==> config.mk <==
export PLATFORM = sky130hd
export DESIGN_NAME = acg_config_bank
export DESIGN_NICKNAME = d
export VERILOG_FILES = /design/src/pkg/acg_pkg.sv /design/src/hw/acg_settle_timer.sv /design/src/hw/acg_pin_sync.sv /design/src/hw/acg_config_bank.sv
export SDC_FILE = /design/constraint.sdc
export NUM_CORES = 1
export LEC_CHECK = 0
export BUFFER_PORTS_ARGS = -buffer_cell sky130_fd_sc_hd__clkbuf_2
export CELL_PAD_IN_SITES_DETAIL_PLACEMENT = 1
export CELL_PAD_IN_SITES_GLOBAL_PLACEMENT = 1
export CORE_AREA = 5 5 125 127
export CTS_BUF_LIST = sky130_fd_sc_hd__clkbuf_4 sky130_fd_sc_hd__clkbuf_8
export DETAILED_ROUTE_END_ITERATION = 16
export DIE_AREA = 0 0 130 132
export GPL_TIMING_DRIVEN = 0
export PLACE_DENSITY = 0.82
export SLEW_MARGIN = 40
export SYNTH_ARGS = -nofsm -noshare
export SYNTH_HDL_FRONTEND = slang
export SYNTH_SLANG_ARGS = --single-unit
==> constraint.sdc <==
create_clock -name core_clk -period 3 [get_ports core_clk]
set_input_delay 0.6 -clock core_clk [delete_from_list [all_inputs] [get_ports core_clk]]
set_output_delay 0.6 -clock core_clk [all_outputs]
set_load 0.01 [all_outputs]
==> src/pkg/acg_pkg.sv <==
// package: register layouts, reset values and timing constants for the config bank
//
// Behaviour
// - readback selector picks interface or internal coefficient
// - system gain disable drops system gain coefficient
// - system offset disable drops system offset coefficient
// - self gain disable drops self gain coefficient
// - self offset disable drops self offset coefficient
// - pin1 function select: one gpio, zero sync
// - pin0 function select: one gpio, zero clock
// - direction bits: one output, zero input
// - output drives value bit; input reads pin
// - channel switch delay is value times 4us
// - output pin delay is value times 20us
package acg_pkg;

  // register select codes on the host register port
  localparam logic [1:0] REG_CAL_CTRL  = 2'h0;
  localparam logic [1:0] REG_GPIO_CTRL = 2'h1;
  localparam logic [1:0] REG_DELAY     = 2'h2;

  // calibration_control field positions
  localparam int CAL_SEL_BIT  = 4;
  localparam int SYS_G_BIT    = 3;
  localparam int SYS_O_BIT    = 2;
  localparam int SELF_G_BIT   = 1;
  localparam int SELF_O_BIT   = 0;
  localparam logic [4:0] CAL_CTRL_RESET = 5'h1C;

  // general_io_control field positions
  localparam int PIN1_FN_BIT  = 7;
  localparam int PIN0_FN_BIT  = 6;
  localparam int DIR_LSB      = 3;
  localparam int VAL_LSB      = 0;
  localparam logic [7:0] GPIO_CTRL_RESET = 8'h40;

  // settle_delay field positions
  localparam int SW_DLY_LSB   = 8;
  localparam int PIN_DLY_LSB  = 0;
  localparam logic [15:0] DELAY_RESET = 16'h0000;

  // timing
  localparam int CLK_HZ       = 10_000_000;
  localparam int SW_STEP_NS   = 4000;
  localparam int PIN_STEP_NS  = 20000;
  localparam int SW_STEP_CYC  = (SW_STEP_NS * (CLK_HZ / 1_000_000)) / 1000;
  localparam int PIN_STEP_CYC = (PIN_STEP_NS * (CLK_HZ / 1_000_000)) / 1000;

endpackage

==> src/hw/acg_settle_timer.sv <==
// settle delay timer: waits value times step cycles after a start pulse
`timescale 1ns/1ps
module acg_settle_timer #(
  parameter int STEP_CYC = 40
) (
  input  wire logic       core_clk,
  input  wire logic       reset,
  input  wire logic       start,
  input  wire logic [7:0] steps,
  output logic            busy,
  output logic            done
);
  typedef struct packed {
    logic [7:0]  step_cnt;
    logic [15:0] cyc_cnt;
    logic        busy;
    logic        done;
  } acg_tmr_s;

  acg_tmr_s st_r;
  acg_tmr_s st_nxt;

  // steps counted in whole clock cycles, exact at 10 MHz
  always_comb begin
    st_nxt      = st_r;
    st_nxt.done = 1'b0;
    if (start) begin
      if (steps == 8'h00) begin
        st_nxt.busy = 1'b0;
        st_nxt.done = 1'b1;
      end else begin
        st_nxt.busy     = 1'b1;
        st_nxt.step_cnt = steps;
        st_nxt.cyc_cnt  = 16'(STEP_CYC - 1);
      end
    end else if (st_r.busy) begin
      if (st_r.cyc_cnt != 16'h0000) begin
        st_nxt.cyc_cnt = st_r.cyc_cnt - 16'h0001;
      end else if (st_r.step_cnt == 8'h01) begin
        st_nxt.busy = 1'b0;
        st_nxt.done = 1'b1;
      end else begin
        st_nxt.step_cnt = st_r.step_cnt - 8'h01;
        st_nxt.cyc_cnt  = 16'(STEP_CYC - 1);
      end
    end
  end

  always_ff @(posedge core_clk) begin
    if (reset) begin
      st_r <= '0;
    end else begin
      st_r <= st_nxt;
    end
  end

  assign busy = st_r.busy;
  assign done = st_r.done;
endmodule

==> src/hw/acg_pin_sync.sv <==
// two-flop synchroniser, WIDTH bits wide: the three gpio pin inputs or the single sync pin
`timescale 1ns/1ps
module acg_pin_sync #(
  parameter int WIDTH = 3
) (
  input  wire logic             core_clk,
  input  wire logic             reset,
  input  wire logic [WIDTH-1:0] pin_in,
  output logic      [WIDTH-1:0] pin_sync
);
  typedef struct packed {
    logic [WIDTH-1:0] meta;
    logic [WIDTH-1:0] stable;
  } acg_sync_s;

  acg_sync_s st_r;
  acg_sync_s st_nxt;

  // first stage feeds only the second
  always_comb begin
    st_nxt.meta   = pin_in;
    st_nxt.stable = st_r.meta;
  end

  always_ff @(posedge core_clk) begin
    if (reset) begin
      st_r <= '0;
    end else begin
      st_r <= st_nxt;
    end
  end

  assign pin_sync = st_r.stable;
endmodule

==> src/hw/acg_config_bank.sv <==
// calibration select, gpio control and settle delay configuration bank
`timescale 1ns/1ps
module acg_config_bank (
  input  wire logic        core_clk,
  input  wire logic        reset,
  // register port from the serial interface
  input  wire logic        reg_wr,
  input  wire logic        reg_rd,
  input  wire logic [1:0]  reg_sel,
  input  wire logic [15:0] reg_wdata,
  output logic      [15:0] reg_rdata,
  output logic             reg_rvalid,
  // calibration coefficient readback
  input  wire logic [23:0] cal_if_value,
  input  wire logic [23:0] cal_int_value,
  output logic      [23:0] cal_read_value,
  // calibration enables toward the correction datapath
  output logic             sys_gain_apply,
  output logic             sys_offset_apply,
  output logic             self_gain_apply,
  output logic             self_offset_apply,
  // shared pin function
  output logic             pin1_is_gpio,
  output logic             pin0_is_gpio,
  input  wire logic        sync_pin_in,
  output logic             sync_in,
  // gpio pads
  input  wire logic [2:0]  gpio_in,
  output logic      [2:0]  gpio_out,
  output logic      [2:0]  gpio_oe,
  // settle delays
  input  wire logic        chan_switch_start,
  output logic             chan_switch_done,
  input  wire logic        out_pin_start,
  output logic             out_pin_done
);
  typedef struct packed {
    logic [4:0]  cal_ctrl;
    logic [7:0]  gpio_ctrl;
    logic [15:0] delay;
    logic [15:0] rdata;
    logic        rvalid;
    logic [23:0] cal_read;
    logic [3:0]  cal_apply;
    logic [1:0]  pin_fn;
    logic        sync_in;
    logic [2:0]  gpio_out;
    logic [2:0]  gpio_oe;
    logic        sw_done;
    logic        pin_done;
  } acg_bank_s;

  acg_bank_s st_r;
  acg_bank_s st_nxt;

  logic [2:0] gpio_sync;
  logic [2:0] sync_raw;
  logic       sync_level;
  logic       sw_done_w;
  logic       pin_done_w;
  logic [2:0] dir;
  logic [2:0] val;

  // pad levels get their own synchroniser; the sync pin has a second one
  assign sync_raw = gpio_in;

  acg_pin_sync #(
    .WIDTH(3)
  ) u_gpio_sync (
    .core_clk (core_clk),
    .reset    (reset),
    .pin_in   (sync_raw),
    .pin_sync (gpio_sync)
  );

  // single bit wide, so no idle flops sit beside the sync pin
  acg_pin_sync #(
    .WIDTH(1)
  ) u_sync_sync (
    .core_clk (core_clk),
    .reset    (reset),
    .pin_in   (sync_pin_in),
    .pin_sync (sync_level)
  );

  acg_settle_timer #(
    .STEP_CYC(acg_pkg::SW_STEP_CYC)
  ) u_sw_timer (
    .core_clk (core_clk),
    .reset    (reset),
    .start    (chan_switch_start),
    .steps    (st_r.delay[acg_pkg::SW_DLY_LSB +: 8]),
    .busy     (),
    .done     (sw_done_w)
  );

  acg_settle_timer #(
    .STEP_CYC(acg_pkg::PIN_STEP_CYC)
  ) u_pin_timer (
    .core_clk (core_clk),
    .reset    (reset),
    .start    (out_pin_start),
    .steps    (st_r.delay[acg_pkg::PIN_DLY_LSB +: 8]),
    .busy     (),
    .done     (pin_done_w)
  );

  assign dir = st_r.gpio_ctrl[acg_pkg::DIR_LSB +: 3];
  assign val = st_r.gpio_ctrl[acg_pkg::VAL_LSB +: 3];

  // register writes, readback and derived pin controls
  always_comb begin
    st_nxt        = st_r;
    st_nxt.rvalid = 1'b0;
    if (reg_wr) begin
      case (reg_sel)
        acg_pkg::REG_CAL_CTRL: begin
          st_nxt.cal_ctrl = reg_wdata[4:0];
        end
        acg_pkg::REG_GPIO_CTRL: begin
          st_nxt.gpio_ctrl = reg_wdata[7:0];
        end
        acg_pkg::REG_DELAY: begin
          st_nxt.delay = reg_wdata;
        end
        default: begin
          st_nxt.delay = st_r.delay;
        end
      endcase
    end
    if (reg_rd) begin
      st_nxt.rvalid = 1'b1;
      case (reg_sel)
        acg_pkg::REG_CAL_CTRL: begin
          st_nxt.rdata = {11'h000, st_r.cal_ctrl};
        end
        acg_pkg::REG_GPIO_CTRL: begin
          // inputs show the pad level, outputs the stored value
          st_nxt.rdata = {8'h00, st_r.gpio_ctrl[7:3],
                          (dir & val) | (~dir & gpio_sync)};
        end
        acg_pkg::REG_DELAY: begin
          st_nxt.rdata = st_r.delay;
        end
        default: begin
          st_nxt.rdata = 16'h0000; // unmapped reads zero
        end
      endcase
    end
    // coefficient readback source
    st_nxt.cal_read = st_r.cal_ctrl[acg_pkg::CAL_SEL_BIT] ? cal_if_value
                                                          : cal_int_value;
    st_nxt.cal_apply[3] = ~st_r.cal_ctrl[acg_pkg::SYS_G_BIT];
    st_nxt.cal_apply[2] = ~st_r.cal_ctrl[acg_pkg::SYS_O_BIT];
    st_nxt.cal_apply[1] = ~st_r.cal_ctrl[acg_pkg::SELF_G_BIT];
    st_nxt.cal_apply[0] = ~st_r.cal_ctrl[acg_pkg::SELF_O_BIT];
    st_nxt.pin_fn[1] = st_r.gpio_ctrl[acg_pkg::PIN1_FN_BIT];
    st_nxt.pin_fn[0] = st_r.gpio_ctrl[acg_pkg::PIN0_FN_BIT];
    // sync input is gated off while pin1 serves as gpio
    st_nxt.sync_in = ~st_r.gpio_ctrl[acg_pkg::PIN1_FN_BIT] & sync_level;
    st_nxt.gpio_out = val & dir;
    // shared pins drive only in gpio function
    st_nxt.gpio_oe = dir & {1'b1, st_r.gpio_ctrl[acg_pkg::PIN1_FN_BIT],
                            st_r.gpio_ctrl[acg_pkg::PIN0_FN_BIT]};
    st_nxt.sw_done  = sw_done_w;
    st_nxt.pin_done = pin_done_w;
  end

  always_ff @(posedge core_clk) begin
    if (reset) begin
      st_r           <= '0;
      st_r.cal_ctrl  <= acg_pkg::CAL_CTRL_RESET;
      st_r.gpio_ctrl <= acg_pkg::GPIO_CTRL_RESET;
      st_r.delay     <= acg_pkg::DELAY_RESET;
    end else begin
      st_r <= st_nxt;
    end
  end

  assign reg_rdata         = st_r.rdata;
  assign reg_rvalid        = st_r.rvalid;
  assign cal_read_value    = st_r.cal_read;
  assign sys_gain_apply    = st_r.cal_apply[3];
  assign sys_offset_apply  = st_r.cal_apply[2];
  assign self_gain_apply   = st_r.cal_apply[1];
  assign self_offset_apply = st_r.cal_apply[0];
  assign pin1_is_gpio      = st_r.pin_fn[1];
  assign pin0_is_gpio      = st_r.pin_fn[0];
  assign sync_in           = st_r.sync_in;
  assign gpio_out          = st_r.gpio_out;
  assign gpio_oe           = st_r.gpio_oe;
  assign chan_switch_done  = st_r.sw_done;
  assign out_pin_done      = st_r.pin_done;
endmodule

==> results of run 1 <==
sequential cells by signal (all words and copies together) (netlist names), 2 cells and up:
signal / cells
dir: 3
u_pin_timer.st_r: 24
gpio_out: 3
u_sw_timer.st_r: 24
u_gpio_sync.pin_sync: 3
st_r: 24
cal_read_value: 24
st_nxt: 2
u_gpio_sync.st_nxt: 3
gpio_oe: 3
reg_rdata: 16
final timing paths:
check,cells past startpoint,end,slack (ps)
worst min register to register,1,u_gpio_sync.pin_sync[1],440
worst max-delay path,7,u_pin_timer.st_r[6],380
worst max register to register,7,u_pin_timer.st_r[6],380
worst min-delay path,2,u_gpio_sync.st_nxt[2],360
cell type report:
type                       instances  area [µm²]
buffer                            88       519.2
clock buffer                      20       269.0
clock inverter                    12       227.7
fill                            1758        6504
inverter                          13       48.80
multi-input combinational        486        2972
sequential                       145        2903
tap                              184       230.2
timing repair buffer             128       640.6
cell usage after synthesis (4+ instances only):
| library cell | number |
|---|---|
| or4_1 | 11 |
| a221oi_1 | 4 |
| dfxtp_1 | 145 |
| a211oi_1 | 16 |
| o21ai_0 | 22 |
| buf_1 | 5 |
| or3_1 | 15 |
| nor3_1 | 7 |
| buf_4 | 49 |
| o31ai_1 | 9 |
| clkbuf_1 | 30 |
| nand2_1 | 59 |
| a21o_1 | 4 |
| nor2b_1 | 21 |
| ha_1 | 8 |
| or3_2 | 4 |
| buf_2 | 4 |
| or2_2 | 9 |
| nor4_1 | 10 |
| a211o_1 | 5 |
| a22oi_1 | 6 |
| nand2b_1 | 19 |
| a21oi_1 | 74 |
| mux2i_1 | 36 |
| nor2_1 | 68 |
| inv_1 | 12 |
| a31oi_1 | 8 |
| o21a_1 | 4 |
| o41ai_1 | 4 |
| nand3_1 | 18 |
per-layer routing:
layer  wire length (µm)  vias up
met4                598        0
met5                  0        -
met1               8398     3010
li1                   -     2847
met2              10210      150
met3                848       40
where the power goes:
part / internal [mW] / switching (mW)
sequential: 2.07 / 0.119
combinational: 0.483 / 0.716
clock: 1.13 / 0.786
kinds of logic (layout without fill, tap and decap cells):
kind of cell    count (synthesis)  in the layout  share of synthesized area
mux                            36             36                    0.05598
simple gates                  267            267                     0.2169
buf+inv                       101            261                    0.08824
xor+xnor                        1              1                   0.001361
compound gates                174            174                     0.1710
flops                         145            145                     0.4509
fa+ha+maj                       8              8                    0.01555
stage by stage:
step / util / instance area, µm² / cells / worst slack, ps
2_1_floorplan: - / 6437 / 732 / 853.9
3_3_place_gp: 0.5106 / 7308 / 1044 / 412.9
3_5_place_dp: 0.5109 / 7313 / 1044 / 306.9
4_1_cts: 0.5456 / 7810 / 1076 / 361.6
5_1_grt: 0.5456 / 7810 / 1076 / 163.0
6_report: 0.5456 / 7810 / 1076 / 384.4
worst max-delay path: stages (launching register included):
cell      delay, ps
dfxtp_1         370
nor4_2          640
and4_1          280
clkbuf_1        310
a21oi_1         250
nand2b_1        130
clkbuf_1        410
a21oi_1         100
==> summary.txt, run 1 <==
GRT
  – M3 GR Usage: 0.04903
  – First-pass GRT wire length: 32320 µm
  – Busiest grt layer: met2
  – GRT Util Overall: 0.2348
  – Initial antenna violation count: 0
  – Vias in the first global route: 6255
  – Largest net degree at the start of global routing: 17
  – GR met2 Demand/Resource: 0.3966
  – Met1 Use GR: 0.2878
  – Grt ovf: 0

CTS
  – Post-CTS resize count: 0
  – Skew-Pair Late Insertion Delay: 450 ps
  – TritonCTS Buffers: 17
  – H-Tree Level Count: 4
  – # Post-CTS Setup Buffers: 0
  – CTS Buffer Depth: 2
  – CTS tree: built
  – CTS sink cnt: 145
  – CTS Hold Bufs: 0
  – Clock slew seen by the registers of the worst setup and hold paths: 80 ps
  – Root buf cell: clkbuf_8

Drt
  – DRT iter0 DRCs: 412
  – Detail Route Antenna Nets: 0
  – Total number of vias: 6047
  – Remaining DRCs: 0
  – Total Routed Length: 20060 µm
  – Via/cell ratio: 5.620
  – Wire per inst: 18.64 µm
  – Pre-antenna DRT Iters: 4

Timing
  – Final Hold Fails: 0
  – Max Clock Skew: 9.381 ps
  – Tcrit/Tclk final: 0.8719
  – Minimum clock period: 2616 ps
  – Worst slew pin tran: 811.2 ps
  – Unrepaired setup endpoints after global routing: no
  – Final Slew Violations: 0
  – Final setup vio count: 0
  – Slew headroom: 0.4592
  – FMAX: 382.3 MHz
  – Setup tns final: 0 ps
  – Worst hold slack: 357.8 ps

Status
  – Status: finished, final reports clean

Die
  – Core Area: 0.01431 mm²
  – Die Span X: 130 µm
  – # IOs: 132
  – Die H: 132 µm
  – Initial Utilization: 0.4497
  – Site Rows: 44
  – Die area: 0.01716 mm²

Placement
  – GPL Wtd Cong: 0.9099
  – Detailed placement HPWL: 14500 µm
  – Count of input and output buffers: 128

Synth
  – Synth area leader: dfxtp_1
  – #FFs+latches synth: 145
  – Synth warn: 0
  – Synthesized area per cell: 8.794 µm²
  – Synthesized area: 0.006437 mm²
  – Asr flop ratio synth: 0
  – Post-synth EDFFs: 0
  – Cells after Synth: 732
  – Post-synthesis sequential area ratio: 0.4509
  – Syn_nets: 816
  – Synth top area share: 0.4509
  – Area contributors post-synth: dfxtp_1, a21oi_1, buf_4
  – Synth cell types: 59
  – Prevailing post-synth register cell: dfxtp_1

Power and ir drop
  – Maximum vdd ir drop: 307.3 µV
  – Overall power: 5.306 mW
  – Power per Cell Area: 679.3 mW/mm²
  – Leakage: 3.350 nW

Critical path
  – CP max FO: 10
  – CP endpoint kind: flip-flop
  – Crit Path Category: flip-flop to flip-flop
  – CP Data Arrival Time: 2930 ps
  – Crit path launch: u_pin_timer.st_r[4]
  – Worst Path Required: 3310 ps
  – RR Startpoint: u_pin_timer.st_r[4]
  – Crit start category: flip-flop

Finish
  – Commonest non-fill, non-tap cell in the layout: dfxtp_1
  – Share of cells above drive strength 1: 0.2657
  – Synthesis-to-finish area growth: 21.32%
  – Fin nets: 963
  – Commonest cells after routing, fill and taps aside: dfxtp_1, clkbuf_2, a21oi_1, nor2_1, nand2_1
  – Ant. Diodes: 0

Hold path
  – Hold Crit Class: input pin to flip-flop
  – Min-delay src: gpio_in[2]

Run
  – Max_cap viols: 0
Note: power is estimated with default switching activity, not from simulation.
==> inputs of run 2 (changes only) <==
- CORE_AREA: 5 5 125 127 -> 5 5 139 114
- DIE_AREA: 0 0 130 132 -> 0 0 144 119
- PLACE_DENSITY: 0.82 -> 0.83
==> run 2 against run 1 <==
Critical path depth unchanged; clock-buffer cell count unchanged; die area shrank 0.14%; utilization fell by 0.19 points; highest routed layer unchanged; clock power down 19%; worst hold slack better by 10 ps.
==> summary.txt, run 2 (synthesis gave the netlist of run 1 again) <==
Timing
  – Minimum clock period: 2535 ps (was 2616 ps)
  – Worst slew pin tran: 771.6 ps (was 811.2 ps)
  – Unrepaired setup endpoints after global routing: no (unchanged)
  – Setup tns final: 0 ps (unchanged)
  – Final Hold Fails: 0 (unchanged)
  – Final Slew Violations: 0 (unchanged)
  – Final setup vio count: 0 (unchanged)
  – Tcrit/Tclk final: 0.8450 (was 0.8719)
  – Max Clock Skew: 8.265 ps (was 9.381 ps)
  – Slew headroom: 0.4856 (was 0.4592)
  – Final setup margin: 465.0 ps (was 384.4 ps)
  – FMAX: 394.5 MHz (was 382.3 MHz)

Power and ir drop
  – Maximum vdd ir drop: 407.3 µV (was 307.3 µV)
  – Combinational Power Share: 0.241 (was 0.226)
  – Power per Cell Area: 641.1 mW/mm² (was 679.3 mW/mm²)
  – Clock share of power: 0.316 (was 0.362)
  – Overall power: 4.950 mW (was 5.306 mW)
  – Leakage: 3.315 nW (was 3.350 nW)
  – Pint: 3.359 mW (was 3.685 mW)
  – Flop pwr share: 0.443 (was 0.412)
  – NetSw: 1.591 mW (was 1.621 mW)
  – Sw Ratio: 0.3214 (was 0.3054)

Placement
  – Detailed placement HPWL: 15440 µm (was 14500 µm)
  – Placed Area: 0.007313 mm² (unchanged)
  – Pre-CTS setup slack: 333.0 ps (was 306.9 ps)
  – GPL Wtd Cong: 0.8819 (was 0.9099)
  – Count of input and output buffers: 128 (unchanged)
  – Placed cells: 1044 (unchanged)

Finish
  – Cell area after layout: 0.007721 mm² (was 0.007810 mm²)
  – # fillers: 1748 (was 1758)
  – Synthesis-to-finish area growth: 19.94% (was 21.32%)
  – Ant. Diodes: 0 (unchanged)
  – Final Instance Count excl. Fillers: 1076 (unchanged)
  – Register area: 0.002903 mm² (unchanged)
  – Fin nets: 963 (unchanged)
  – Multi-input logic area: 0.002972 mm² (unchanged)
  – Share of cells above drive strength 1: 0.2657 (unchanged)
  – Commonest cells after routing, fill and taps aside: dfxtp_1, clkbuf_2, a21oi_1, nor2_1, nand2_1 (unchanged)
  – Commonest non-fill, non-tap cell in the layout: dfxtp_1 (unchanged)

CTS
  – H-Tree Level Count: 4 (unchanged)
  – CTS tree: built (unchanged)
  – Skew-Pair Late Insertion Delay: 450 ps (about the same)
  – Clock slew seen by the registers of the worst setup and hold paths: 80 ps (about the same)
  – CTS Hold Bufs: 0 (unchanged)
  – Post-CTS resize count: 0 (unchanged)
  – TritonCTS Buffers: 17 (unchanged)
  – # Post-CTS Setup Buffers: 0 (unchanged)
  – CTS Buffer Depth: 2 (unchanged)
  – CTS sink cnt: 145 (unchanged)
  – Root buf cell: clkbuf_8 (unchanged)

GRT
  – GR met2 Demand/Resource: 0.3985 (was 0.3966)
  – Busiest grt layer: met2 (unchanged)
  – Met1 Use GR: 0.3013 (was 0.2878)
  – Vias in the first global route: 6186 (was 6255)
  – Initial antenna violation count: 0 (unchanged)
  – Largest net degree at the start of global routing: 17 (unchanged)
  – First-pass GRT wire length: 32280 µm (was 32320 µm)
  – GRT Util Overall: 0.2362 (was 0.2348)
  – M3 GR Usage: 0.05529 (was 0.04903)
  – Grt ovf: 0 (unchanged)

Die
  – Core Area: 0.01420 mm² (was 0.01431 mm²)
  – Die H: 119 µm (was 132 µm)
  – Site Rows: 39 (was 44)
  – Die area: 0.01714 mm² (was 0.01716 mm²)
  – # IOs: 132 (unchanged)
  – Initial Utilization: 0.4533 (was 0.4497)
  – Die Span X: 144 µm (was 130 µm)

Run
  – Max_cap viols: 0 (unchanged)

Critical path
  – Crit path cell chain: nor4_2 > and4_1 > clkbuf_1 > a21oi_1 > buf_2 > a221oi_1 > a211oi_1 (was nor4_2 > and4_1 > clkbuf_1 > a21oi_1 > nand2b_1 > clkbuf_1 > a21oi_1)
  – Crit Path Category: flip-flop to flip-flop (unchanged)
  – Largest stage delay, worst path: 610 ps (was 640 ps)
  – CP max FO: 10 (unchanged)
  – Worst Path Required: 3310 ps (about the same)
  – CP Data Arrival Time: 2840 ps (was 2930 ps)
  – Largest delay contributor family on the critical path: simple AND/OR/NAND/NOR gates (unchanged)
  – Crit start category: flip-flop (unchanged)
  – WP buf/inv: 2 (unchanged)
  – CP endpoint kind: flip-flop (unchanged)
  – CP max-delay cell: nor4_2 (unchanged)

Drt
  – Remaining DRCs: 0 (unchanged)
  – Total Routed Length: 20300 µm (was 20060 µm)
  – Wire per inst: 18.87 µm (was 18.64 µm)
  – DRT iter0 DRCs: 304 (was 412)
  – Total number of vias: 5961 (was 6047)
  – Pre-antenna DRT Iters: 5 (was 4)
  – Via/cell ratio: 5.540 (was 5.620)
  – Detail Route Antenna Nets: 0 (unchanged)

Hold path
  – Hold Crit Class: input pin to flip-flop (unchanged)

Status
  – Status: finished, final reports clean (unchanged)
==> run 2: final timing paths <==
check	start	to	slack (ps)	cells after the start
worst max-delay path	u_pin_timer.st_r[4]	u_pin_timer.st_r[25]	470	7
worst min-delay path	gpio_in[1]	u_gpio_sync.st_nxt[1]	370	2
worst max register to register	u_pin_timer.st_r[4]	u_pin_timer.st_r[25]	470	7
worst min register to register	st_r[82]	sys_offset_apply	440	1
==> run 2: power by group through the flow <==
stage / sequential [mW] / clock (mW) / combinational (mW)
global route: 2.21 / 1.68 / 1.31
global placement: 2.21 / 0 / 1.10
CTS: 2.19 / 1.59 / 1.19
detailed placement: 2.23 / 0 / 1.17
floorplan: 2.19 / 0 / 0.832
finish: 2.19 / 1.56 / 1.19
==> run 2: cell type report <==
class                      count  area share
sequential                   145      0.3760
timing repair buffer         128     0.08297
buffer                        88     0.06725
tap                          184     0.02982
inverter                      13    0.006320
multi-input combinational    486      0.3849
clock buffer                  20     0.03565
clock inverter                12     0.01718
==> run 2: layer usage <==
metal,share of wire,vias to the layer above,routed length (µm)
met5,0,-,0
met4,0.019,0,395
met3,0.049,33,995
met2,0.49,166,10010
met1,0.44,2910,8897
li1,-,2852,-
==> run 2: metrics by stage <==
step | hold WS [ps] | utilization
2_1_floorplan | 406.3 | -
3_3_place_gp | 424.9 | 0.5147
3_5_place_dp | 431.6 | 0.5150
4_1_cts | 350.6 | 0.5437
5_1_grt | 350.7 | 0.5437
6_report | 368.1 | 0.5437
==> run 2: worst reg2reg max path, stage by stage (launching register included) <==
cell      delay (ps)
dfxtp_1          380
nor4_2           610
and4_1           280
clkbuf_1         270
a21oi_1          230
buf_2            250
a221oi_1         290
a211oi_1          90
